File: config.mk
export PLATFORM = sky130hd
export DESIGN_NAME = flash_self_program_ctrl
export DESIGN_NICKNAME = d
export VERILOG_FILES = /design/src/design/flash_self_program_pkg.sv /design/src/design/flash_self_program_ctrl.sv
export SDC_FILE = /design/constraint.sdc
export NUM_CORES = 1
export LEC_CHECK = 0
export BUFFER_PORTS_ARGS = -buffer_cell sky130_fd_sc_hd__buf_2
export CELL_PAD_IN_SITES_DETAIL_PLACEMENT = 0
export CELL_PAD_IN_SITES_GLOBAL_PLACEMENT = 1
export CORE_MARGIN = 10
export CORE_UTILIZATION = 45
export DETAILED_ROUTE_END_ITERATION = 6
export GPL_ROUTABILITY_DRIVEN = 0
export MAX_ROUTING_LAYER = met4
export PLACE_DENSITY = 0.72
export SLEW_MARGIN = 10
export SYNTH_ARGS = -nofsm -noshare
export SYNTH_HDL_FRONTEND = slang
export SYNTH_SLANG_ARGS = --single-unit
File: constraint.sdc
create_clock -name i_clk -period 5.07 [get_ports i_clk]
set_input_delay 1.521 -clock i_clk [delete_from_list [all_inputs] [get_ports i_clk]]
set_output_delay 1.521 -clock i_clk [all_outputs]
set_load 0.02 [all_outputs]
File: src/design/flash_self_program_pkg.sv
// Behaviour
// - Rows hold 32 words; panels hold 128 rows; erase clears one whole row.
// - Each panel has 32 words of write latches, filled before programming.
// - Table address is page register low byte above the 16-bit operand.
// - Low table accesses reach word bits 15..0, word or byte mode.
// - High table accesses reach word bits 23..16, word or byte mode.
// - Table writes update one latch in one cycle, never the array.
// - Latched data reach the array only through one program cycle per row.
// - Low address register captures operand bits 15..0 of each table access.
// - Upper address register captures bits 23..16 of each table access.
// - Software may write both address registers directly.
// - Unlock register is write-only; 0x55 then 0xAA arms one start.
// - CPU stalls for the whole operation, nominally 2 ms.
// - Control bit 15 starts the operation; hardware clears it at the end.
// - Software can set the start bit but never clear it.
// - Reset or watchdog abort sets the error flag; address stays.
// - Done flag sets on completion and stays until software clears it.
package flash_self_program_pkg;

	// ==========================================================
	// Timing
	localparam int unsigned CLK_MHZ = 250;
	localparam int unsigned OP_TIME_US = 2000;
	localparam int unsigned OP_CYCLES = OP_TIME_US * CLK_MHZ;
	localparam int unsigned CNT_W = 19;

	// ==========================================================
	// Register map
	localparam logic [15:0] CTRL_ADDR = 16'h0760;
	localparam logic [15:0] ADRL_ADDR = 16'h0762;
	localparam logic [15:0] ADRU_ADDR = 16'h0764;
	localparam logic [15:0] KEY_ADDR = 16'h0766;
	localparam logic [15:0] PAGE_ADDR = 16'h0032;
	localparam int unsigned START_BIT = 15;
	localparam int unsigned PERMIT_BIT = 14;
	localparam int unsigned ERR_BIT = 13;
	localparam int unsigned OP_MSB = 6;
	localparam logic [15:0] CTRL_RST = 16'h0000;
	localparam logic [15:0] ADRL_RST = 16'h0000;
	localparam logic [7:0] BYTE_RST = 8'h00;
	localparam logic [6:0] OP_ERASE_ROW = 7'h41;
	localparam logic [6:0] OP_PROG_ROW = 7'h01;
	localparam logic [7:0] KEY_FIRST = 8'h55;
	localparam logic [7:0] KEY_SECOND = 8'haa;

	// ==========================================================
	// Array geometry
	localparam int unsigned ROW_WORDS = 32;
	localparam int unsigned ROWS_PER_PANEL = 128;
	localparam int unsigned IDX_W = 5;
	localparam logic [IDX_W-1:0] IDX_LAST = 5'h1f;
	localparam logic [15:0] ROW_MASK = 16'hffc0;

	typedef struct packed {
		logic valid;
		logic write;
		logic high;
		logic byte_mode;
		logic [15:0] ea;
		logic [15:0] wdata;
	} table_req_t;

	typedef struct packed {
		logic rd;
		logic erase;
		logic prog;
		logic [23:0] addr;
		logic [23:0] data;
	} flash_cmd_t;

	typedef enum logic [1:0] {ST_IDLE, ST_PROG, ST_WAIT} op_state_t;
	typedef enum logic [1:0] {KEY_IDLE, KEY_HALF, KEY_ARMED} key_state_t;

	function automatic logic [23:0] row_base(input logic [7:0] up, input logic [15:0] lo);
		return {up, lo & ROW_MASK};
	endfunction

	function automatic logic [7:0] pick_byte(input logic [15:0] w, input logic odd);
		return odd ? w[15:8] : w[7:0];
	endfunction

	function automatic logic op_valid(input logic [6:0] op);
		return (op == OP_ERASE_ROW) || (op == OP_PROG_ROW);
	endfunction

endpackage

File: src/design/flash_self_program_ctrl.sv
`timescale 1ns/1ns
module flash_self_program_ctrl
	import flash_self_program_pkg::*;
#(
	parameter int unsigned OP_CYCLES_P = OP_CYCLES
) (
	input wire logic i_clk,
	input wire logic i_rst_n,
	input wire logic i_clk_en,
	input wire logic [15:0] i_addr,
	input wire logic [15:0] i_wr_data,
	input wire logic i_wr_stb,
	input wire logic i_rd_stb,
	output logic [15:0] o_rd_data,
	input wire table_req_t i_tbl,
	output logic o_tbl_ack,
	output logic [15:0] o_tbl_rdata,
	output flash_cmd_t o_flash,
	input wire logic [23:0] i_flash_rdata,
	input wire logic i_master_clear_pin_evt,
	input wire logic i_wdt_evt,
	input wire logic i_done_clr,
	output logic o_done_flag,
	output logic o_cpu_stall
);

	// ==========================================================
	// Declarations
	logic [15:0] ctrl_reg, ctrl_next;
	logic [15:0] adrl_reg, adrl_next;
	logic [7:0] adru_reg, adru_next;
	logic [7:0] page_reg, page_next;
	key_state_t key_reg, key_next;
	logic [15:0] rd_data_reg, rd_data_next;
	logic done_reg, done_next;
	logic start_ok;

	op_state_t state_reg, state_next;
	logic [CNT_W-1:0] cnt_reg, cnt_next;
	logic [IDX_W-1:0] idx_reg, idx_next;
	flash_cmd_t cmd_reg, cmd_next;
	logic stall_reg, stall_next;
	logic finish, abort;
	logic busy;

	logic [23:0] latch_mem [ROW_WORDS];
	logic lat_we;
	logic [IDX_W-1:0] lat_idx;
	logic [23:0] lat_data;
	logic ack_reg, ack_next;
	logic [15:0] trd_reg, trd_next;
	logic pend1_reg, pend1_next;
	logic pend2_reg, pend2_next;
	logic [2:0] mode_reg, mode_next;

	assign busy = (state_reg != ST_IDLE);

	// ==========================================================
	// Register file
	always_comb begin
		ctrl_next = ctrl_reg;
		adrl_next = adrl_reg;
		adru_next = adru_reg;
		page_next = page_reg;
		key_next = key_reg;
		rd_data_next = 16'h0000;
		done_next = done_reg & ~i_done_clr;
		start_ok = 1'b0;
		if (i_wr_stb) begin
			// Any write other than the second key breaks the pair
			key_next = KEY_IDLE;
			case (i_addr)
				CTRL_ADDR: begin
					if (!busy) begin
						ctrl_next[PERMIT_BIT] = i_wr_data[PERMIT_BIT];
						ctrl_next[OP_MSB:0] = i_wr_data[OP_MSB:0];
						// Error bit can only be cleared by software
						ctrl_next[ERR_BIT] = ctrl_reg[ERR_BIT] & i_wr_data[ERR_BIT];
						if (i_wr_data[START_BIT] && key_reg == KEY_ARMED
								&& i_wr_data[PERMIT_BIT]
								&& op_valid(i_wr_data[OP_MSB:0])) begin
							ctrl_next[START_BIT] = 1'b1;
							start_ok = 1'b1;
						end
					end
				end
				ADRL_ADDR: begin
					adrl_next = i_wr_data;
				end
				ADRU_ADDR: begin
					adru_next = i_wr_data[7:0];
				end
				KEY_ADDR: begin
					if (i_wr_data[7:0] == KEY_FIRST) begin
						key_next = KEY_HALF;
					end else if (i_wr_data[7:0] == KEY_SECOND && key_reg == KEY_HALF) begin
						key_next = KEY_ARMED;
					end
				end
				PAGE_ADDR: begin
					page_next = i_wr_data[7:0];
				end
				default: begin
				end
			endcase
		end
		if (i_tbl.valid && !busy) begin
			adrl_next = i_tbl.ea;
			adru_next = page_reg;
		end
		// Completion and abort come after software so that a set wins
		if (finish) begin
			ctrl_next[START_BIT] = 1'b0;
			done_next = 1'b1;
		end
		if (abort) begin
			ctrl_next[START_BIT] = 1'b0;
			ctrl_next[ERR_BIT] = 1'b1;
		end
		if (i_rd_stb) begin
			case (i_addr)
				CTRL_ADDR: rd_data_next = ctrl_reg;
				ADRL_ADDR: rd_data_next = adrl_reg;
				ADRU_ADDR: rd_data_next = {8'h00, adru_reg};
				PAGE_ADDR: rd_data_next = {8'h00, page_reg};
				// Unlock register is write-only and reads zero
				default: rd_data_next = 16'h0000;
			endcase
		end
	end

	always_ff @(posedge i_clk or negedge i_rst_n) begin
		if (!i_rst_n) begin
			ctrl_reg <= CTRL_RST;
			adrl_reg <= ADRL_RST;
			adru_reg <= BYTE_RST;
			page_reg <= BYTE_RST;
			key_reg <= KEY_IDLE;
			rd_data_reg <= 16'h0000;
			done_reg <= 1'b0;
		end else if (i_clk_en) begin
			ctrl_reg <= ctrl_next;
			adrl_reg <= adrl_next;
			adru_reg <= adru_next;
			page_reg <= page_next;
			key_reg <= key_next;
			rd_data_reg <= rd_data_next;
			done_reg <= done_next;
		end
	end

	// ==========================================================
	// Operation sequencer
	always_comb begin
		state_next = state_reg;
		cnt_next = cnt_reg;
		idx_next = idx_reg;
		cmd_next = '0;
		finish = 1'b0;
		abort = 1'b0;
		unique case (state_reg)
			ST_IDLE: begin
				if (start_ok) begin
					cnt_next = '0;
					idx_next = '0;
					if (i_wr_data[OP_MSB:0] == OP_ERASE_ROW) begin
						// Erase clears the whole addressed row in one command
						cmd_next.erase = 1'b1;
						cmd_next.addr = row_base(adru_reg, adrl_reg);
						state_next = ST_WAIT;
					end else begin
						state_next = ST_PROG;
					end
				end
				if (i_tbl.valid && !i_tbl.write) begin
					cmd_next.rd = 1'b1;
					cmd_next.addr = {page_reg, i_tbl.ea[15:1], 1'b0};
				end
			end
			ST_PROG: begin
				// Stream the row latches into the array, one word a cycle
				cmd_next.prog = 1'b1;
				cmd_next.addr = row_base(adru_reg, adrl_reg) | {18'h00000, idx_reg, 1'b0};
				cmd_next.data = latch_mem[idx_reg];
				idx_next = idx_reg + 5'h01;
				cnt_next = cnt_reg + 19'h00001;
				if (idx_reg == IDX_LAST) begin
					state_next = ST_WAIT;
				end
			end
			ST_WAIT: begin
				cnt_next = cnt_reg + 19'h00001;
				if (cnt_reg == CNT_W'(OP_CYCLES_P - 1)) begin
					finish = 1'b1;
					state_next = ST_IDLE;
				end
			end
		endcase
		if (busy && (i_master_clear_pin_evt || i_wdt_evt)) begin
			// Address registers are left as they were
			abort = 1'b1;
			finish = 1'b0;
			state_next = ST_IDLE;
			cmd_next = '0;
		end
		stall_next = (state_next != ST_IDLE);
	end

	always_ff @(posedge i_clk or negedge i_rst_n) begin
		if (!i_rst_n) begin
			state_reg <= ST_IDLE;
			cnt_reg <= '0;
			idx_reg <= '0;
			cmd_reg <= '0;
			stall_reg <= 1'b0;
		end else if (i_clk_en) begin
			state_reg <= state_next;
			cnt_reg <= cnt_next;
			idx_reg <= idx_next;
			cmd_reg <= cmd_next;
			stall_reg <= stall_next;
		end
	end

	// ==========================================================
	// Table access and write latches
	always_comb begin
		lat_we = 1'b0;
		lat_idx = i_tbl.ea[IDX_W:1];
		lat_data = latch_mem[lat_idx];
		ack_next = 1'b0;
		trd_next = 16'h0000;
		pend1_next = 1'b0;
		pend2_next = pend1_reg;
		mode_next = mode_reg;
		if (i_tbl.valid && !busy) begin
			if (i_tbl.write) begin
				// Latch only; the array is untouched until a program cycle
				lat_we = 1'b1;
				ack_next = 1'b1;
				if (i_tbl.high) begin
					// Odd byte of the high half is phantom and dropped
					if (!(i_tbl.byte_mode && i_tbl.ea[0])) begin
						lat_data[23:16] = i_tbl.wdata[7:0];
					end
				end else if (i_tbl.byte_mode) begin
					if (i_tbl.ea[0]) begin
						lat_data[15:8] = i_tbl.wdata[7:0];
					end else begin
						lat_data[7:0] = i_tbl.wdata[7:0];
					end
				end else begin
					lat_data[15:0] = i_tbl.wdata;
				end
			end else begin
				pend1_next = 1'b1;
				mode_next = {i_tbl.high, i_tbl.byte_mode, i_tbl.ea[0]};
			end
		end
		if (pend2_reg) begin
			ack_next = 1'b1;
			if (mode_reg[2]) begin
				trd_next = (mode_reg[1] && mode_reg[0]) ? 16'h0000
					: {8'h00, i_flash_rdata[23:16]};
			end else if (mode_reg[1]) begin
				trd_next = {8'h00, pick_byte(i_flash_rdata[15:0], mode_reg[0])};
			end else begin
				trd_next = i_flash_rdata[15:0];
			end
		end
	end

	always_ff @(posedge i_clk or negedge i_rst_n) begin
		if (!i_rst_n) begin
			ack_reg <= 1'b0;
			trd_reg <= 16'h0000;
			pend1_reg <= 1'b0;
			pend2_reg <= 1'b0;
			mode_reg <= 3'h0;
		end else if (i_clk_en) begin
			ack_reg <= ack_next;
			trd_reg <= trd_next;
			pend1_reg <= pend1_next;
			pend2_reg <= pend2_next;
			mode_reg <= mode_next;
		end
	end

	// Latch contents need no reset; software fills them before use
	always_ff @(posedge i_clk) begin
		if (i_clk_en && lat_we) begin
			latch_mem[lat_idx] <= lat_data;
		end
	end

	// ==========================================================
	// Outputs
	assign o_rd_data = rd_data_reg;
	assign o_tbl_ack = ack_reg;
	assign o_tbl_rdata = trd_reg;
	assign o_flash = cmd_reg;
	assign o_done_flag = done_reg;
	assign o_cpu_stall = stall_reg;

endmodule // flash_self_program_ctrl

; ---- After elaboration in Yosys (flattened, before gate mapping)
; Memory sizes are Yosys's and may differ from the RTL's.
; Cells that the tools add are included.
[totals]
register_bits = 161
latch_bits = 0
mem_bits_rw = 768
romBits = 0
in_bits = 100
out_inout_bits = 86
elab_cells = 170
mem_count = 1
[classes]
addsub = 2
multipliers = 0
div_mod_pow = 0
order_cmp = 0
eq_ne = 30
n_shift = 0
muxes = 68
n_bitwise = 6
reduce_logical = 40
[mem_list]
columns = memory, words, width, read_ports, rd_clocked_by_memory_dff, write_ports, line
row1 = latch_mem, 32, 24, 1, 0, 1, flash_self_program_ctrl.sv:46  ; logic [23:0] latch_mem [ROW_WORDS];
[ops]
columns = op, n
row1 = 16-bit 2-to-1 mux, 9
row2 = 24-bit 2-to-1 mux, 6
row3 = 8-bit 2-to-1 mux, 9
row4 = 16-bit by 11-bit equality test with 1-bit output (second input constant), 4
row5 = 16-bit case mux with 4 select lines, 1
row6 = 51-bit 2-to-1 mux, 1
row7 = 24-bit case mux with 2 select lines, 1
row8 = 19-bit case mux with 2 select lines, 1
row9 = 1-bit 2-to-1 mux, 24
row10 = 24-bit by 6-bit OR with 24-bit output, 1
row11 = 5-bit AND reduction, 4
row12 = 19-bit by 1-bit adder with 19-bit output (second input constant), 1
row13 = 19-bit equality test (second input constant), 1
row14 = 19-bit 2-to-1 mux, 1
row15 = 2-bit 2-to-1 mux, 9
row16 = 16-bit by 6-bit equality test with 1-bit output (second input constant), 1
row17 = 2-bit nonzero test, 8
row18 = 3-bit AND reduction, 5
row19 = 3-bit != test (second input constant), 4
row20 = 1-bit logical AND, 10
row21 = 2-bit != test (second input constant), 5
row22 = 5-bit != test (second input constant), 2
row23 = 5-bit case mux with 2 select lines, 1
row24 = 3-bit 2-to-1 mux, 3
row25 = other kinds (21), 34

; ---- Longest topological paths before layout
[logic_depth]
word_depth = 12
depth_mapped = 9
depth_no_buf = 8

; ---- Least setup slack after synthesis
; OpenSTA, ideal clock, no wires.
[synth_path]
path_type = input to register
from = input i_wr_data[5]
to = register cmd_reg (netlist bit o_flash[37])
setup_ns = 0.066
arrival_ns = 3.364
t_required_ns = 5.004
setup_slack_ns = 1.640
path_stages = 6
n_path_buf = 1
path_cell_list = or4b_4 or4_4 or2_4 o21ai_4 buf_6 a221o_1
[synth_between]
elab_chain_len = 11
elab_cells_between_ends = 13
classes_between = eq/ne: 2 / mux: 9 / reduce/logical: 2
[synth_rtl]
columns = element, line
row1 = start: declaration, flash_self_program_ctrl.sv:11  ; input wire logic [15:0] i_wr_data,
row2 = 7-bit equality test or 7-bit by 1-bit equality test with 1-bit output (tied branches), "flash_self_program_pkg.sv:83, flash_self_program_ctrl.sv:166"
row3 = 1-bit logical OR, flash_self_program_pkg.sv:83  ; return (op == OP_ERASE_ROW) || (op == OP_PROG_ROW);
row4 = 1-bit logical AND, flash_self_program_ctrl.sv:81  ; && op_valid(i_wr_data[OP_MSB:0])) begin
row5 = 1-bit 2-to-1 mux, flash_self_program_ctrl.sv:79  ; if (i_wr_data[START_BIT] && key_reg == KEY_ARMED
row6 = 1-bit 2-to-1 mux, flash_self_program_ctrl.sv:74  ; if (!busy) begin
row7 = 1-bit 2-to-1 mux, flash_self_program_ctrl.sv:72  ; case (i_addr)
row8 = 1-bit 2-to-1 mux, flash_self_program_ctrl.sv:69  ; if (i_wr_stb) begin
row9 = 24-bit 2-to-1 mux *, flash_self_program_ctrl.sv:163  ; if (start_ok) begin
row10 = 24-bit 2-to-1 mux *, flash_self_program_ctrl.sv:175  ; if (i_tbl.valid && !i_tbl.write) begin
row11 = 24-bit case mux with 2 select lines *, flash_self_program_ctrl.sv:161  ; unique case (state_reg)
row12 = 51-bit 2-to-1 mux *, flash_self_program_ctrl.sv:199  ; if (busy && (i_master_clear_pin_evt || i_wdt_evt)) begin
row13 = end signal: assignment, flash_self_program_ctrl.sv:220  ; cmd_reg <= cmd_next;
row14 = end: declaration, flash_self_program_ctrl.sv:41  ; flash_cmd_t cmd_reg, cmd_next;
; Mark *: on every way between the ends. The rest lies on a longest branch, timed or not.
; A chain may end at the register's enable or synchronous reset.

; ---- Worst setup path after layout
[layout_path]
from = input i_addr[7]
to = register adrl_reg[11]
[layout_between]
elab_chain_len = 3
[layout_rtl]
columns = element, line
row1 = start: declaration, flash_self_program_ctrl.sv:10  ; input wire logic [15:0] i_addr,
row2 = 16-bit by 11-bit equality test with 1-bit output, flash_self_program_ctrl.sv:72
row3 = 2-bit nonzero test (no source line), --
row4 = 3-bit AND reduction (no source line), --
row5 = end signal: assignment, flash_self_program_ctrl.sv:143  ; adrl_reg <= adrl_next;
row6 = end: declaration, flash_self_program_ctrl.sv:30  ; logic [15:0] adrl_reg, adrl_next;
; Every way passes these cells.

==> summary.md <==
| Metric | Value |
|---|---|
| Layout cell share with drive strength beyond 1 | `26.6%` |
| Seq/Total Area, Yosys | `72.8%` |
| Die height | `307 um` |
| Fin area | `42500 um2` |
| Commonest non-fill, non-tap cells in the layout | `edfxtp_1, mux4_2, buf_2` |
| Initial antenna violation count | `6` |
| Placed cell area | `39400 um2` |
| Initial Util | `45.3%` |
| Port bufs | `184` |
| Post-CTS setup repair buffer count | `0` |
| Worst setup margin | `1.70 ns` |
| # placed instances | `3265` |
| TritonCTS clock tree | `yes` |
| Mean Syn Cell Area | `17.7 um2` |
| Total number of H-tree levels | `3` |
| Routed WL per cell | `26.0 um` |
| Yosys warnings | `0` |
| GRT overflow | `0` |
| Drt pass-1 iters | `7` |
| Vias per cell | `5.91` |
| Slew @ Worst Pin | `1.09 ns` |
| Die Area | `94500 um2` |
| CTS Buf Count | `94` |
| Crit end category | `flop` |
| Setup Total Neg Slack | `0 ns` |
| Core box area | `82000 um2` |
| Tot GR Track Use | `19.6%` |
| Number of I/O pins | `186` |
| Status | `finished, violations left` |
| Max-cap viol count | `0` |
| Tot Pwr | `18.4 mW` |
| Worst slew margin | `27.2%` |
| Min Hold Slack | `0.468 ns` |
| Peak supply drop | `263 uV` |
| Root buf cell | `clkbuf_16` |
| Clock sinks | `928` |
| Initial DRC Count | `1991` |
| Clock skew | `0.0307 ns` |
| Main synth FF type | `edfxtp_1` |
| DP Wirelength | `60000 um` |
| Fin util | `51.9%` |
| Cells after Synth | `2101` |
| CTS Hold Buffers Added | `0` |
| Worst Path Required | `5.55 ns` |
| EDFF count, synth | `768` |
| Global-route wire length before repair | `137000 um` |
| Number of global-route vias before repair | `21100` |
| # resized after CTS | `0` |
| Flops & latches, synth | `928` |
| Number of placement rows | `105` |
| Fin. Hold Viols | `0` |
| Fraction of registers with async set/reset | `17.2%` |
| Final wirelength | `89700 um` |
| Final critical-path share of the clock period | `66.5%` |
| Syn_nets | `2207` |
| Pins Over Slew Limit | `0` |
| RSZ-0062 raised after global routing | `no` |
| Vias | `20400` |
| Highest clock rate | `297 MHz` |
| Fin crit period | `3.37 ns` |
| Most common cell after layout, fill and taps aside | `edfxtp_1` |
| Startpoint types | `primary input` |
| Crit Path Max Fanout | `32` |
| Area grow syn2layout | `14.4%` |
| Fin nets | `2397` |
| Synth unique cells | `67` |
| Mapped cell area | `37200 um2` |
| Worst min path class | `reg -> reg` |
| Crit Path Class | `in -> reg` |
| Violated checks | `design-rule violations` |
| Remaining routing DRC violations | `7` |
| Dpl ws | `1.06 ns` |
| Final setup violating endpoints | `0` |
| Arrival time worst endpoint | `3.85 ns` |
| Final ANT Viol Nets | `0` |
| Die W | `307 um` |
| Reg clk slew, reported paths | `0.06 ns` |
| Worst-skew pair later-pin latency | `0.66 ns` |
| Max FFs per register | `768` |
| Post-Layout Cell Count | `3447` |
| Largest net degree at the start of global routing | `84` |
| Leakage power | `14.2 nW` |
| Pwr/cell area | `432 nW/um2` |
| CTS max path bufs | `3` |
## final timing paths
| check | slack [ns] | depth (start not counted) | startpoint | to |
|---|---|---|---|---|
| max | 1.70 | 5 | i_addr[7] | adrl_reg[11] |
| max in group asynchronous | 3.19 | 2 | i_rst_n | o_flash[10] |
| min in group asynchronous | 0.90 | 1 | i_rst_n | o_flash[45] |
| min reg2reg | 0.47 | 2 | ctrl_reg[2] | ctrl_reg[2] |
| max reg2reg | 1.80 | 7 | state_reg[1] | o_flash[1] |
| min | 0.47 | 2 | ctrl_reg[2] | ctrl_reg[2] |
## worst max-delay path, cell delays in order
cell     delay (ns)
buf_2          0.09
nor3b_1        0.54
nand3_1        0.46
o32ai_4        1.04
a31oi_1        0.18
## layout make-up
type / count / area [um2]
fill: 6567 / 39400
sequential: 928 / 27100
multi-input combinational: 1027 / 9560
clock buffer: 111 / 2450
tap: 1070 / 1340
timing repair buffer: 225 / 1340
clock inverter: 65 / 702
inverter: 15 / 56.3
antenna: 6 / 15.0
## Yosys cell counts, drive strengths merged, types with 6 or more instances
cell	n	area share, %
a21oi	59	0.79
a221o	18	0.48
a222oi	25	0.67
a22o	10	0.24
a22oi	30	0.61
a311oi	8	0.19
a31oi	27	0.45
a41oi	9	0.21
and2	28	0.47
and3	6	0.10
buf	39	0.52
clkbuf	92	0.93
dfrtp	160	11
edfxtp	768	62
ha	6	0.20
inv	15	0.15
mux2	45	1.4
mux2i	25	0.67
mux4	192	12
nand2	161	1.6
nand2b	9	0.15
nand3	21	0.28
nand4	12	0.20
nor2	157	1.6
nor3	14	0.19
nor4	9	0.17
o211ai	26	0.53
o21ai	29	0.42
o2bb2ai	30	0.71
o31ai	11	0.22
or4	7	0.16
## layer usage
layer / track usage (%) / share of wire (%) / vias up
met4: 5.12 / 2.3 / 0
met3: 4.82 / 8.4 / 123
li1: - / - / 8876
met5: - / 0 / -
met2: 29.8 / 47 / 836
met1: 26.3 / 42 / 10600
## cells by family (layout without fill, tap and decap cells)
kind of cell / Yosys count / in the layout / share of synthesized area, %
flops: 928 / 928 / 72.8
compound gates: 299 / 299 / 5.96
fa+ha+maj: 6 / 6 / 0.202
other cells: 1 / 7 / 0.0101
simple gates: 459 / 459 / 5.74
mux: 262 / 262 / 13.7
buf+inv: 146 / 416 / 1.60
## power breakdown
part | internal (mW) | switching, mW | total (mW)
registers | 8.47 | 0.308 | 8.78
clock network | 4.09 | 2.91 | 7.00
logic | 1.09 | 1.50 | 2.59
(Power assumes the default switching activity.)
